--- src/inc/acs_pkg.sv ---
// Constants and carrier types for the A/D conversion sequencer.
// Assumes a single 25 MHz system clock and synchronous active-high reset.
// Function
// - Each conversion is 4 sampling then 12 converting A/D clock cycles, 16 total.
// - Result written at conversion end, then latched half an A/D clock later.
// - Start set within that half cycle lets the stored result be altered.
// - Conversion begins on a full low-high-low sequence of the start control.
// - Busy is 1 during conversion, cleared at completion; result then readable.
// - Source select 000 takes the pin channel; other values pick internal sources.
// - Four-bit reference select picks reference pin, analog supply or bandgap.
// - Format select bit arranges the 12-bit result within high and low bytes.
// - A/D clock derived from system clock by the three-bit divider select.
// - Enable cleared switches converter circuits off, drawing no power.
// - Result is 12-bit unsigned with full-scale code FFF hex.
// - One code step equals selected reference divided by 4096.
// - Transitions sit 0.5 LSB low; last one 1.5 LSB below reference.
// - Start high but not yet low resets converter and clears busy.
// - Completion sets request flag; raises interrupt when enabled.
package acs_pkg;
	localparam int ACS_RES_W = 12;
	localparam int ACS_SAMPLE_CYC = 4;
	localparam int ACS_CONV_CYC = 12;
	localparam int ACS_TOTAL_CYC = ACS_SAMPLE_CYC + ACS_CONV_CYC;
	localparam logic [11:0] ACS_FULL_SCALE = 12'hFFF;
	localparam int ACS_LSB_DIV = 4096;
	localparam logic [2:0] ACS_SRC_PIN = 3'h0;
	localparam logic [3:0] ACS_REF_AVDD = 4'h0;
	localparam logic [3:0] ACS_REF_EXT_LO = 4'h1;
	localparam logic [3:0] ACS_REF_EXT_HI = 4'h4;
	localparam logic [3:0] ACS_REF_BG_LO = 4'hA;
	localparam logic [3:0] ACS_REF_BG_HI = 4'hC;
	localparam int ACS_MAX_DIV_EXP = 7;
	localparam int ACS_CLK_MHZ = 25;

	typedef struct packed {
		logic converter_power_enable;
		logic [2:0] conv_clock_divider_sel;
		logic [2:0] internal_source_sel;
		logic [3:0] pin_channel_sel;
		logic [3:0] reference_source_sel;
		logic result_format_sel;
	} acs_cfg_t;

	typedef struct packed {
		logic sample_en;
		logic comp_en;
		logic use_pin;
		logic [3:0] pin_channel;
		logic [2:0] internal_source;
		logic ref_ext_pin;
		logic ref_avdd;
		logic ref_bandgap;
	} acs_analog_t;

	typedef enum logic [1:0] {ACS_IDLE, ACS_ARMED, ACS_SAMPLE, ACS_CONVERT} acs_state_t;
endpackage

--- src/acs_clkdiv.sv ---
// Divider that makes the A/D clock as enable pulses from the system clock.
// Assumes mclk at 25 MHz; emits a full-period and a half-period pulse.
`timescale 1ns/1ps
module acs_clkdiv
	import acs_pkg::*;
#(
	parameter int CNT_W = ACS_MAX_DIV_EXP
) (
	// Clock and reset
	input wire logic mclk,
	input wire logic rst,
	// Control
	input wire logic run,
	input wire logic [2:0] div_sel,
	// Enables
	output logic tick,
	output logic half_tick
);
	if (CNT_W < ACS_MAX_DIV_EXP) begin
		$error("acs_clkdiv: counter too narrow");
	end

	logic [CNT_W-1:0] cnt_q, cnt_d, limit;
	logic tick_d, half_d, tick_q, half_q;

	always_comb begin
		limit = CNT_W'((32'd1 << div_sel) - 32'd1);
		cnt_d = cnt_q;
		tick_d = 1'b0;
		half_d = 1'b0;
		if (run) begin
			if (cnt_q >= limit) begin
				cnt_d = '0;
				tick_d = 1'b1;
			end else begin
				cnt_d = cnt_q + CNT_W'(1);
			end
			half_d = (cnt_q == (limit >> 1));
		end else begin
			cnt_d = '0;
		end
	end

	always_ff @(posedge mclk) begin
		if (rst) begin
			cnt_q <= '0;
			tick_q <= 1'b0;
			half_q <= 1'b0;
		end else begin
			cnt_q <= cnt_d;
			tick_q <= tick_d;
			half_q <= half_d;
		end
	end

	assign tick = tick_q;
	assign half_tick = half_q;
endmodule

--- src/acs_sequencer.sv ---
// A/D conversion sequencer: start handshake, timing, result latch, request flag.
// Assumes synchronous control ports and a comparator returning one bit per step.
`timescale 1ns/1ps
module acs_sequencer
	import acs_pkg::*;
(
	// Clock and reset
	input wire logic mclk,
	input wire logic rst,
	// Configuration
	input wire acs_cfg_t cfg,
	input wire logic start_ctl,
	input wire logic global_irq_enable,
	input wire logic conv_irq_enable,
	input wire logic irq_clear,
	// Analog front end
	input wire logic comp_out,
	output acs_analog_t analog_ctl,
	output logic [ACS_RES_W-1:0] dac_code,
	// Status and result
	output logic conv_busy_flag,
	output logic conv_irq_request,
	output logic irq_out,
	output logic [7:0] result_high_byte,
	output logic [7:0] result_low_byte
);
	acs_state_t st_q, st_d;
	logic [4:0] cyc_q, cyc_d;
	logic [ACS_RES_W-1:0] sar_q, sar_d, stored_q, stored_d;
	logic [ACS_RES_W-1:0] latched_q, latched_d;
	logic pend_q, pend_d;
	logic busy_q, busy_d, flag_q, flag_d, irq_q, irq_d;
	logic start_q;
	logic [7:0] hi_q, hi_d, lo_q, lo_d;
	acs_analog_t ana_q, ana_d;
	logic tick, half_tick, en, rise, fall;

	assign en = cfg.converter_power_enable;
	assign rise = start_ctl & ~start_q;
	assign fall = ~start_ctl & start_q;

	acs_clkdiv #(.CNT_W(ACS_MAX_DIV_EXP)) u_div (
		.mclk(mclk),
		.rst(rst),
		.run(en),
		.div_sel(cfg.conv_clock_divider_sel),
		.tick(tick),
		.half_tick(half_tick)
	);

	always_comb begin
		st_d = st_q;
		cyc_d = cyc_q;
		sar_d = sar_q;
		stored_d = stored_q;
		latched_d = latched_q;
		pend_d = pend_q;
		busy_d = busy_q;
		flag_d = flag_q;
		if (irq_clear)
			flag_d = 1'b0;
		case (st_q)
			ACS_IDLE: begin
				if (rise && en) begin
					st_d = ACS_ARMED;
					busy_d = 1'b0;
				end
			end
			ACS_ARMED: begin
				if (fall) begin
					st_d = ACS_SAMPLE;
					cyc_d = '0;
					busy_d = 1'b1;
					sar_d = '0;
					sar_d[ACS_RES_W-1] = 1'b1;
				end
			end
			ACS_SAMPLE: begin
				if (tick) begin
					cyc_d = cyc_q + 5'h1;
					if (cyc_q == 5'(ACS_SAMPLE_CYC - 1))
						st_d = ACS_CONVERT;
				end
			end
			ACS_CONVERT: begin
				if (tick) begin
					cyc_d = cyc_q + 5'h1;
					sar_d = sar_q;
					sar_d[ACS_TOTAL_CYC - 1 - int'(cyc_q)] = comp_out;
					if (cyc_q != 5'(ACS_TOTAL_CYC - 1))
						sar_d[ACS_TOTAL_CYC - 2 - int'(cyc_q)] = 1'b1;
					if (cyc_q == 5'(ACS_TOTAL_CYC - 1)) begin
						st_d = ACS_IDLE;
						busy_d = 1'b0;
						stored_d = sar_q;
						stored_d[0] = comp_out;
						pend_d = 1'b1;
						flag_d = 1'b1;
					end
				end
			end
			default: st_d = ACS_IDLE;
		endcase
		if (pend_q && rise && en)
			stored_d = '0;
		if (pend_q && half_tick) begin
			pend_d = 1'b0;
			latched_d = stored_d;
		end
		if ((st_q == ACS_SAMPLE || st_q == ACS_CONVERT) && rise) begin
			st_d = ACS_ARMED;
			busy_d = 1'b0;
		end
		if (!en) begin
			st_d = ACS_IDLE;
			busy_d = 1'b0;
			pend_d = 1'b0;
		end
	end

	always_comb begin
		if (cfg.result_format_sel) begin
			hi_d = {4'h0, latched_q[11:8]};
			lo_d = latched_q[7:0];
		end else begin
			hi_d = latched_q[11:4];
			lo_d = {latched_q[3:0], 4'h0};
		end
	end

	assign irq_d = flag_q & global_irq_enable & conv_irq_enable;

	always_comb begin
		ana_d = '0;
		if (en) begin
			ana_d.sample_en = (st_q == ACS_SAMPLE);
			ana_d.comp_en = (st_q == ACS_CONVERT);
			ana_d.use_pin = (cfg.internal_source_sel == ACS_SRC_PIN);
			ana_d.pin_channel = cfg.pin_channel_sel;
			ana_d.internal_source = cfg.internal_source_sel;
			ana_d.ref_ext_pin = (cfg.reference_source_sel >= ACS_REF_EXT_LO)
				&& (cfg.reference_source_sel <= ACS_REF_EXT_HI);
			ana_d.ref_bandgap = (cfg.reference_source_sel >= ACS_REF_BG_LO)
				&& (cfg.reference_source_sel <= ACS_REF_BG_HI);
			// Inhibited and unlisted codes fall back to the analog supply
			ana_d.ref_avdd = !ana_d.ref_ext_pin && !ana_d.ref_bandgap;
		end
	end

	always_ff @(posedge mclk) begin
		if (rst) begin
			st_q <= ACS_IDLE;
			cyc_q <= '0;
			sar_q <= '0;
			stored_q <= '0;
			latched_q <= '0;
			pend_q <= 1'b0;
			busy_q <= 1'b0;
			flag_q <= 1'b0;
			irq_q <= 1'b0;
			start_q <= 1'b0;
			hi_q <= '0;
			lo_q <= '0;
			ana_q <= '0;
		end else begin
			st_q <= st_d;
			cyc_q <= cyc_d;
			sar_q <= sar_d;
			stored_q <= stored_d;
			latched_q <= latched_d;
			pend_q <= pend_d;
			busy_q <= busy_d;
			flag_q <= flag_d;
			irq_q <= irq_d;
			start_q <= start_ctl;
			hi_q <= hi_d;
			lo_q <= lo_d;
			ana_q <= ana_d;
		end
	end

	assign dac_code = sar_q;
	assign analog_ctl = ana_q;
	assign conv_busy_flag = busy_q;
	assign conv_irq_request = flag_q;
	assign irq_out = irq_q;
	assign result_high_byte = hi_q;
	assign result_low_byte = lo_q;
endmodule

--- config.mk ---
export PLATFORM = sky130hd
export DESIGN_NAME = acs_sequencer
export DESIGN_NICKNAME = d
export VERILOG_FILES = /design/src/inc/acs_pkg.sv /design/src/acs_clkdiv.sv /design/src/acs_sequencer.sv
export SDC_FILE = /design/constraint.sdc
export NUM_CORES = 1
export LEC_CHECK = 0
export BUFFER_PORTS_ARGS = -buffer_cell sky130_fd_sc_hd__buf_2
export CORE_MARGIN = 5
export CORE_UTILIZATION = 61
export DETAILED_ROUTE_END_ITERATION = 8
export GPL_TIMING_DRIVEN = 0
export PLACE_DENSITY_LB_ADDON = 0.1
export SYNTH_ARGS = -nofsm -noshare
export SYNTH_HDL_FRONTEND = slang
export SYNTH_SLANG_ARGS = --single-unit
--- constraint.sdc ---
create_clock -name mclk -period 5.2 [get_ports mclk]
set_input_delay 0.26 -clock mclk [delete_from_list [all_inputs] [get_ports mclk]]
set_output_delay 0.26 -clock mclk [all_outputs]
set_load 0.005 [all_outputs]
==> flow_metrics.env, run 1 <==
export IMPL_critPathMaxStageDelay_ns=0.48
export IMPL_cts_root_buf="clkbuf_8"
export IMPL_use_met1_pct=27.9
export IMPL_grt_pass1_vias=3493
export IMPL_crit_path_top_delay_cell="dfxtp_1"
export IMPL_area_growth_pct=15.3
export IMPL_synth_area_per_cell_um2=9.06
export IMPL_dr_pass1_iters=5
export IMPL_rrSetupSlack_ns=2.90
export IMPL_fin_ws_ns=2.90
export IMPL_final_common_cell="dfxtp_1"
export IMPL_ys_flop_type="dfxtp_1"
export IMPL_crit_type="flip-flop to flip-flop"
export IMPL_cp_max_fo=10
export IMPL_drt_wl_total_mm=9.59
export IMPL_worst_ir_drop_vdd_v=0.000235
export IMPL_finalSetupViolCount=0
export IMPL_max_cap_violations=0
export IMPL_h_tree_depth=3
export IMPL_vias=3530
export IMPL_rows=29
export IMPL_diodes=0
export IMPL_hpwlAfterDp_mm=6.96
export IMPL_gp_congestion=0.912
export IMPL_hold_viol=0
export IMPL_ys_seq_area_share_pct=42.1
export IMPL_yosys_warnings=0
export IMPL_cts_clk_slew_worst_paths_ns=0.09
export IMPL_synth_enable_flop_cells=0
export IMPL_final_cell_mix="dfxtp_1, buf_2, nor2_1"
export IMPL_grt_pass1_wl_mm=15.9
export IMPL_grt_busiest_layer="met2"
export IMPL_core_mm2=0.00642
export IMPL_worst_slew_pin_slew_ns=0.627
export IMPL_ys_top_cells_by_area="dfxtp_1, ha_1, mux2i_1, nor2_1, nand2_1"
export IMPL_io_pins=67
export IMPL_drc_errors=0
export IMPL_final_max_slew_viol_count=0
export IMPL_cts_tree="done"
export IMPL_switching_share_pct=25.2
export IMPL_synth_seq_cells=86
export IMPL_crit_path_frequent_cell="ha_1"
export IMPL_yosysTopAreaCell="dfxtp_1"
export IMPL_maxSlewHeadroom_pct=58.2
export IMPL_crit_buf_inv=2
export IMPL_grt_use_met2_pct=37.9
export IMPL_cp_data_required_time_ns=5.43
export IMPL_p_sw_uw=314
export IMPL_cpLargestDelayFamily="flip-flops"
export IMPL_cts_setup_buffers=0
export IMPL_internal_power_uw=930
export IMPL_drtIter0Drc=234
export IMPL_finClkSkew_ns=0.0110
export IMPL_place_ws_ns=2.93
export IMPL_cts_buffer_depth=2
export IMPL_numClockSinks=86
export IMPL_grt_overflow_total=0
export IMPL_fmaxAchievable_ghz=0.436
export IMPL_port_buffers=64
export IMPL_seq_power_share_pct=53.7
export IMPL_worstSkewPairLatency_ns=0.36
export IMPL_drive_gt1_share_pct=20.9
export IMPL_start_util_pct=63.6
export IMPL_viasPerCell=5.81
export IMPL_yosysUniqueCellTypes=65
export IMPL_powerDensity_mw_per_mm2=264
export IMPL_cts_buffers=9
export IMPL_hold_class="primary input to flip-flop"
export IMPL_chipHeight_um=91.8
export IMPL_endpoint_kind="flip-flop"
export IMPL_postSynthCellCount=451
export IMPL_synth_top_area_share_pct=42.1
export IMPL_status="completed"
export IMPL_combPwrFrac_pct=6.2
export IMPL_start_kind="flip-flop"
export IMPL_grt_met3_usage_pct=6.30
export IMPL_async_reset_ff_share_pct=0
export IMPL_grt_antenna_before_repair=0
export IMPL_antenna_left=0
export IMPL_die_area_mm2=0.00843
export IMPL_fp_dieW_um=91.8
export IMPL_post_drt_wl_per_cell_um=15.8
export IMPL_clockPowerShare_pct=40.2
export IMPL_cts_resized=0
export IMPL_period_minus_slack_ns=2.30
export IMPL_synthesis_nets=493
export IMPL_min_period_over_period_pct=44.1
export IMPL_p_leak_uw=0.00204
export IMPL_arrival_ns=2.53
export IMPL_critical_path_cell_chain="ha_1, buf_4, and3_1, ha_1, nand2b_1, buf_2, nand2_1, o311ai_0, o211ai_1"
export IMPL_rsz0062_at_grt="false"
export IMPL_syn_area_mm2=0.00409
export IMPL_tns_ns=0
export IMPL_cts_hold_buf=0
export IMPL_grt_util_all_layers_pct=23.2
export IMPL_layout_nets=568
export IMPL_grt_max_degree=18
==> layout make-up <==
| class | count | area (µm²) |
|---|---|---|
| multi-input combinational | 326 | 2190 |
| sequential | 86 | 1720 |
| timing repair buffer | 64 | 320 |
| clock buffer | 9 | 124 |
| buffer | 26 | 124 |
| clock inverter | 7 | 86.3 |
| fill | 496 | 1710 |
| tap | 77 | 96.3 |
| inverter | 13 | 48.8 |
==> kinds of logic after synthesis <==
logic type,share of synthesized area [%]
compound gates,12.1
xor+xnor,2.54
fa+ha+maj,5.82
buf+inv,4.23
flops,42.1
mux,8.58
simple gates,24.6
==> Yosys cell counts (all sizes together), types with 4 or more instances <==
library cell  count
nand2b            6
nand3b           13
clkbuf           15
nand3            24
nor3              7
inv              13
xor2              5
mux2i            20
nor2             52
nand4             4
nor2b             8
and2             18
a21oi            25
buf              11
nand2            37
ha               19
o21ai            21
mux2             13
xnor2             6
a311oi           10
dfxtp            86
==> worst register-to-register path, stage by stage, from the launching register on <==
cell	delay (ns)
dfxtp_1	0.48
ha_1	0.19
buf_4	0.18
and3_1	0.17
ha_1	0.21
nand2b_1	0.17
buf_2	0.22
nand2_1	0.10
o311ai_0	0.32
o211ai_1	0.14
==> power groups by stage <==
stage	registers (µW)	clock network, µW	logic, µW
after floorplan	682	0	48.4
after global placement	683	0	72.9
after detailed placement	683	0	75.7
after CTS	667	506	76.5
after global routing	668	544	85.2
final	667	500	76.7
==> metrics by stage <==
step | hold slack [ns] | utilization, % | instances | instance area [µm²] | power (µW)
after detailed placement | 0.438 | 70.1 | 592 | 4500 | 758
after global placement | 0.433 | 70.1 | 592 | 4500 | 755
after CTS | 0.0593 | 73.4 | 608 | 4710 | 1250
final | 0.0681 | 73.4 | 608 | 4710 | 1240
after global routing | 0.0647 | 73.4 | 608 | 4710 | 1300
after floorplan | 0.336 | - | 451 | 4090 | 731
==> registers in the layout, indices dropped and copies added (netlist names), 2 cells and up <==
register          cells
analog_ctl           13
dac_code             12
latched_q            12
stored_q             12
result_high_byte      8
result_low_byte       8
u_div.cnt_q           7
cyc_q                 5
st_q                  2
==> path summary, 6_finish.rpt <==
| path | cells past startpoint | to | from |
|---|---|---|---|
| max reg2reg | 9 | dac_code[7] | cyc_q[0] |
| min reg2reg | 1 | result_high_byte[6] | latched_q[10] |
| max | 9 | dac_code[7] | cyc_q[0] |
| min | 2 | analog_ctl[10] | cfg[10] |
==> metal layers <==
metal	share of wire [%]	up-vias
li1	-	1725
met1	42	1633
met2	47	145
met3	7.8	27
met4	3.5	0
met5	0	-
Power figures use the tool's default switching activity.
==> run 2, diff against run 1 <==
--- a/config.mk
+++ b/config.mk
@@ -7,7 +7,7 @@
 export LEC_CHECK = 0
 export BUFFER_PORTS_ARGS = -buffer_cell sky130_fd_sc_hd__buf_2
 export CORE_MARGIN = 5
-export CORE_UTILIZATION = 61
+export CORE_UTILIZATION = 56
 export DETAILED_ROUTE_END_ITERATION = 8
 export GPL_TIMING_DRIVEN = 0
 export PLACE_DENSITY_LB_ADDON = 0.1
==> constraint.sdc (replaced) <==
create_clock -name mclk -period 2.2 [get_ports mclk]
set_input_delay 0.11 -clock mclk [delete_from_list [all_inputs] [get_ports mclk]]
set_output_delay 0.11 -clock mclk [all_outputs]
set_load 0.005 [all_outputs]
==> run 2 against run 1 <==
Setup slack got worse by 2.8 ns. Die area rose by 7.9%. First-iteration DRC count fell by 33%. Cell count increased by 5.1%. Clock skew grew 0.0031 ns. Total power increased by 130%. Clock-buffer cell count unchanged. Non-clock buffer count rose by 9. Hold slack worse by 0.046 ns.
==> flow_metrics.env, run 2 (synthesis results as in run 1) <==
export IMPL_cts_root_buf="clkbuf_8"
export IMPL_drtIter0Drc=156
export IMPL_rows=31
export IMPL_hpwlAfterDp_mm=7.03
export IMPL_grt_max_degree=19
export IMPL_max_cap_violations=0
export IMPL_antenna_left=0
export IMPL_fp_dieW_um=95.4
export IMPL_drt_wl_total_mm=9.63
export IMPL_cp_data_required_time_ns=2.50
export IMPL_final_cell_mix="dfxtp_1, buf_2, nor2_1"
export IMPL_io_pins=67
export IMPL_drc_errors=0
export IMPL_diodes=0
export IMPL_grt_antenna_before_repair=0
export IMPL_largest_register_ffs=13
export IMPL_holdCritStartpoint="cfg[2]"
export IMPL_finClkSkew_ns=0.0141
export IMPL_rsz0062_at_grt="false"
export IMPL_vias=3540
export IMPL_die_area_mm2=0.00910
export IMPL_start_kind="flip-flop"
export IMPL_core_mm2=0.00718
export IMPL_p_leak_uw=0.00208
export IMPL_arrival_ns=2.36
export IMPL_hold_viol=0
export IMPL_hold_class="primary input to flip-flop"
export IMPL_place_ws_ns=-0.120
export IMPL_worst_slew_pin_slew_ns=0.631
export IMPL_h_tree_depth=3
export IMPL_gp_congestion=0.919
export IMPL_crit_type="flip-flop to flip-flop"
export IMPL_fin_ws_ns=0.147
export IMPL_port_buffers=64
export IMPL_startpoint="st_q[1]"
export IMPL_status="completed"
export IMPL_viasPerCell=5.54
export IMPL_grt_pass1_vias=3443
export IMPL_cts_tree="done"
export IMPL_drive_gt1_share_pct=21.7
export IMPL_final_common_cell="dfxtp_1"
export IMPL_tns_ns=0
export IMPL_grt_overflow_total=0
export IMPL_power_total_uw=2860
export IMPL_cts_setup_buffers=0
export IMPL_post_drt_wl_per_cell_um=15.1
export IMPL_fin_util_pct=67.6
export IMPL_cts_clk_slew_worst_paths_ns=0.10
export IMPL_cp_max_fo=8
export IMPL_maxSlewHeadroom_pct=57.9
export IMPL_min_period_over_period_pct=93.3
export IMPL_cts_buffer_depth=2
export IMPL_area_growth_pct=18.8
export IMPL_chipHeight_um=95.4
export IMPL_worst_ir_drop_vdd_v=0.000344
export IMPL_endpoint_kind="flip-flop"
export IMPL_place_inst=614
export IMPL_dr_pass1_iters=5
export IMPL_finalSetupViolCount=0
export IMPL_start_util_pct=56.9
export IMPL_layout_nets=577
export IMPL_numClockSinks=86
export IMPL_grt_pass1_wl_mm=16.0
export IMPL_worstSkewPairLatency_ns=0.36
export IMPL_fin_cells=639
export IMPL_powerDensity_mw_per_mm2=590
export IMPL_fmaxAchievable_ghz=0.487
export IMPL_reg2reg_from="st_q[1]"
export IMPL_final_max_slew_viol_count=0
export IMPL_period_minus_slack_ns=2.05
export IMPL_cts_buffers=9
export IMPL_grt_util_all_layers_pct=22.3
-- run 2: cell types whose count changed in the layout (fill, tap and decap cells not counted), moves of 2 or more --
cell	change
dlygate4sd3_1	+9
dfxtp_1	-3
buf_6	+2
clkinv_4	+2
dfxtp_4	+2
-- run 2: worst paths after layout --
kind,endpoint,slack [ns],cells after the start
setup / recovery,st_q[0],0.15,8
hold / removal,analog_ctl[0],0.02,3
setup reg to reg,st_q[0],0.15,8
hold reg to reg,result_low_byte[3],0.49,1
-- run 2: repair_timing --
item | CTS | global route
gates resized for setup | 3 | 9
endpoints found under the setup margin | 9 | 9
endpoints found under the hold margin | 10 | 0
hold buffers | 9 | 0
pin swaps | 0 | 1
-- run 2: final cells by class --
type | count | area (µm²)
Clock buffer | 9 | 124
Fill cell | 588 | 2320
Inverter | 13 | 48.8
Tap cell | 99 | 124
Buffer | 26 | 134
Multi-Input combinational cell | 326 | 2210
Timing Repair Buffer | 73 | 410
Sequential cell | 86 | 1730
Clock inverter | 7 | 73.8
-- run 2: through the flow --
step / cell area (µm²) / hold WS, ns
floorplan: 4090 / 0.186
global placement: 4530 / 0.283
detailed placement: 4530 / 0.288
CTS: 4820 / 0.00820
global route: 4850 / 0.0163
finish: 4850 / 0.0222
-- run 2: critical path, stage by stage (launching register included) --
cell and delay, ns:
dfxtp_1 0.43, inv_1 0.11, ha_1 0.18, buf_2 0.17, nor4bb_2 0.31, nor3_2 0.11
a211oi_4 0.23, mux2_4 0.33, a21oi_2 0.12
-- run 2: per-layer routing --
layer	vias up	part of all wire, %	GRT usage (%)
met1	1667	44	28.0
met5	-	0	0
met3	20	6.4	5.21
met4	0	2.2	8.41
met2	112	47	37.1
li1	1741	-	-
-- run 2: power by group --
| part | internal (µW) | switching [µW] |
|---|---|---|
| combinational | 86.7 | 105 |
| sequential | 1570 | 9.03 |
| clock | 448 | 650 |
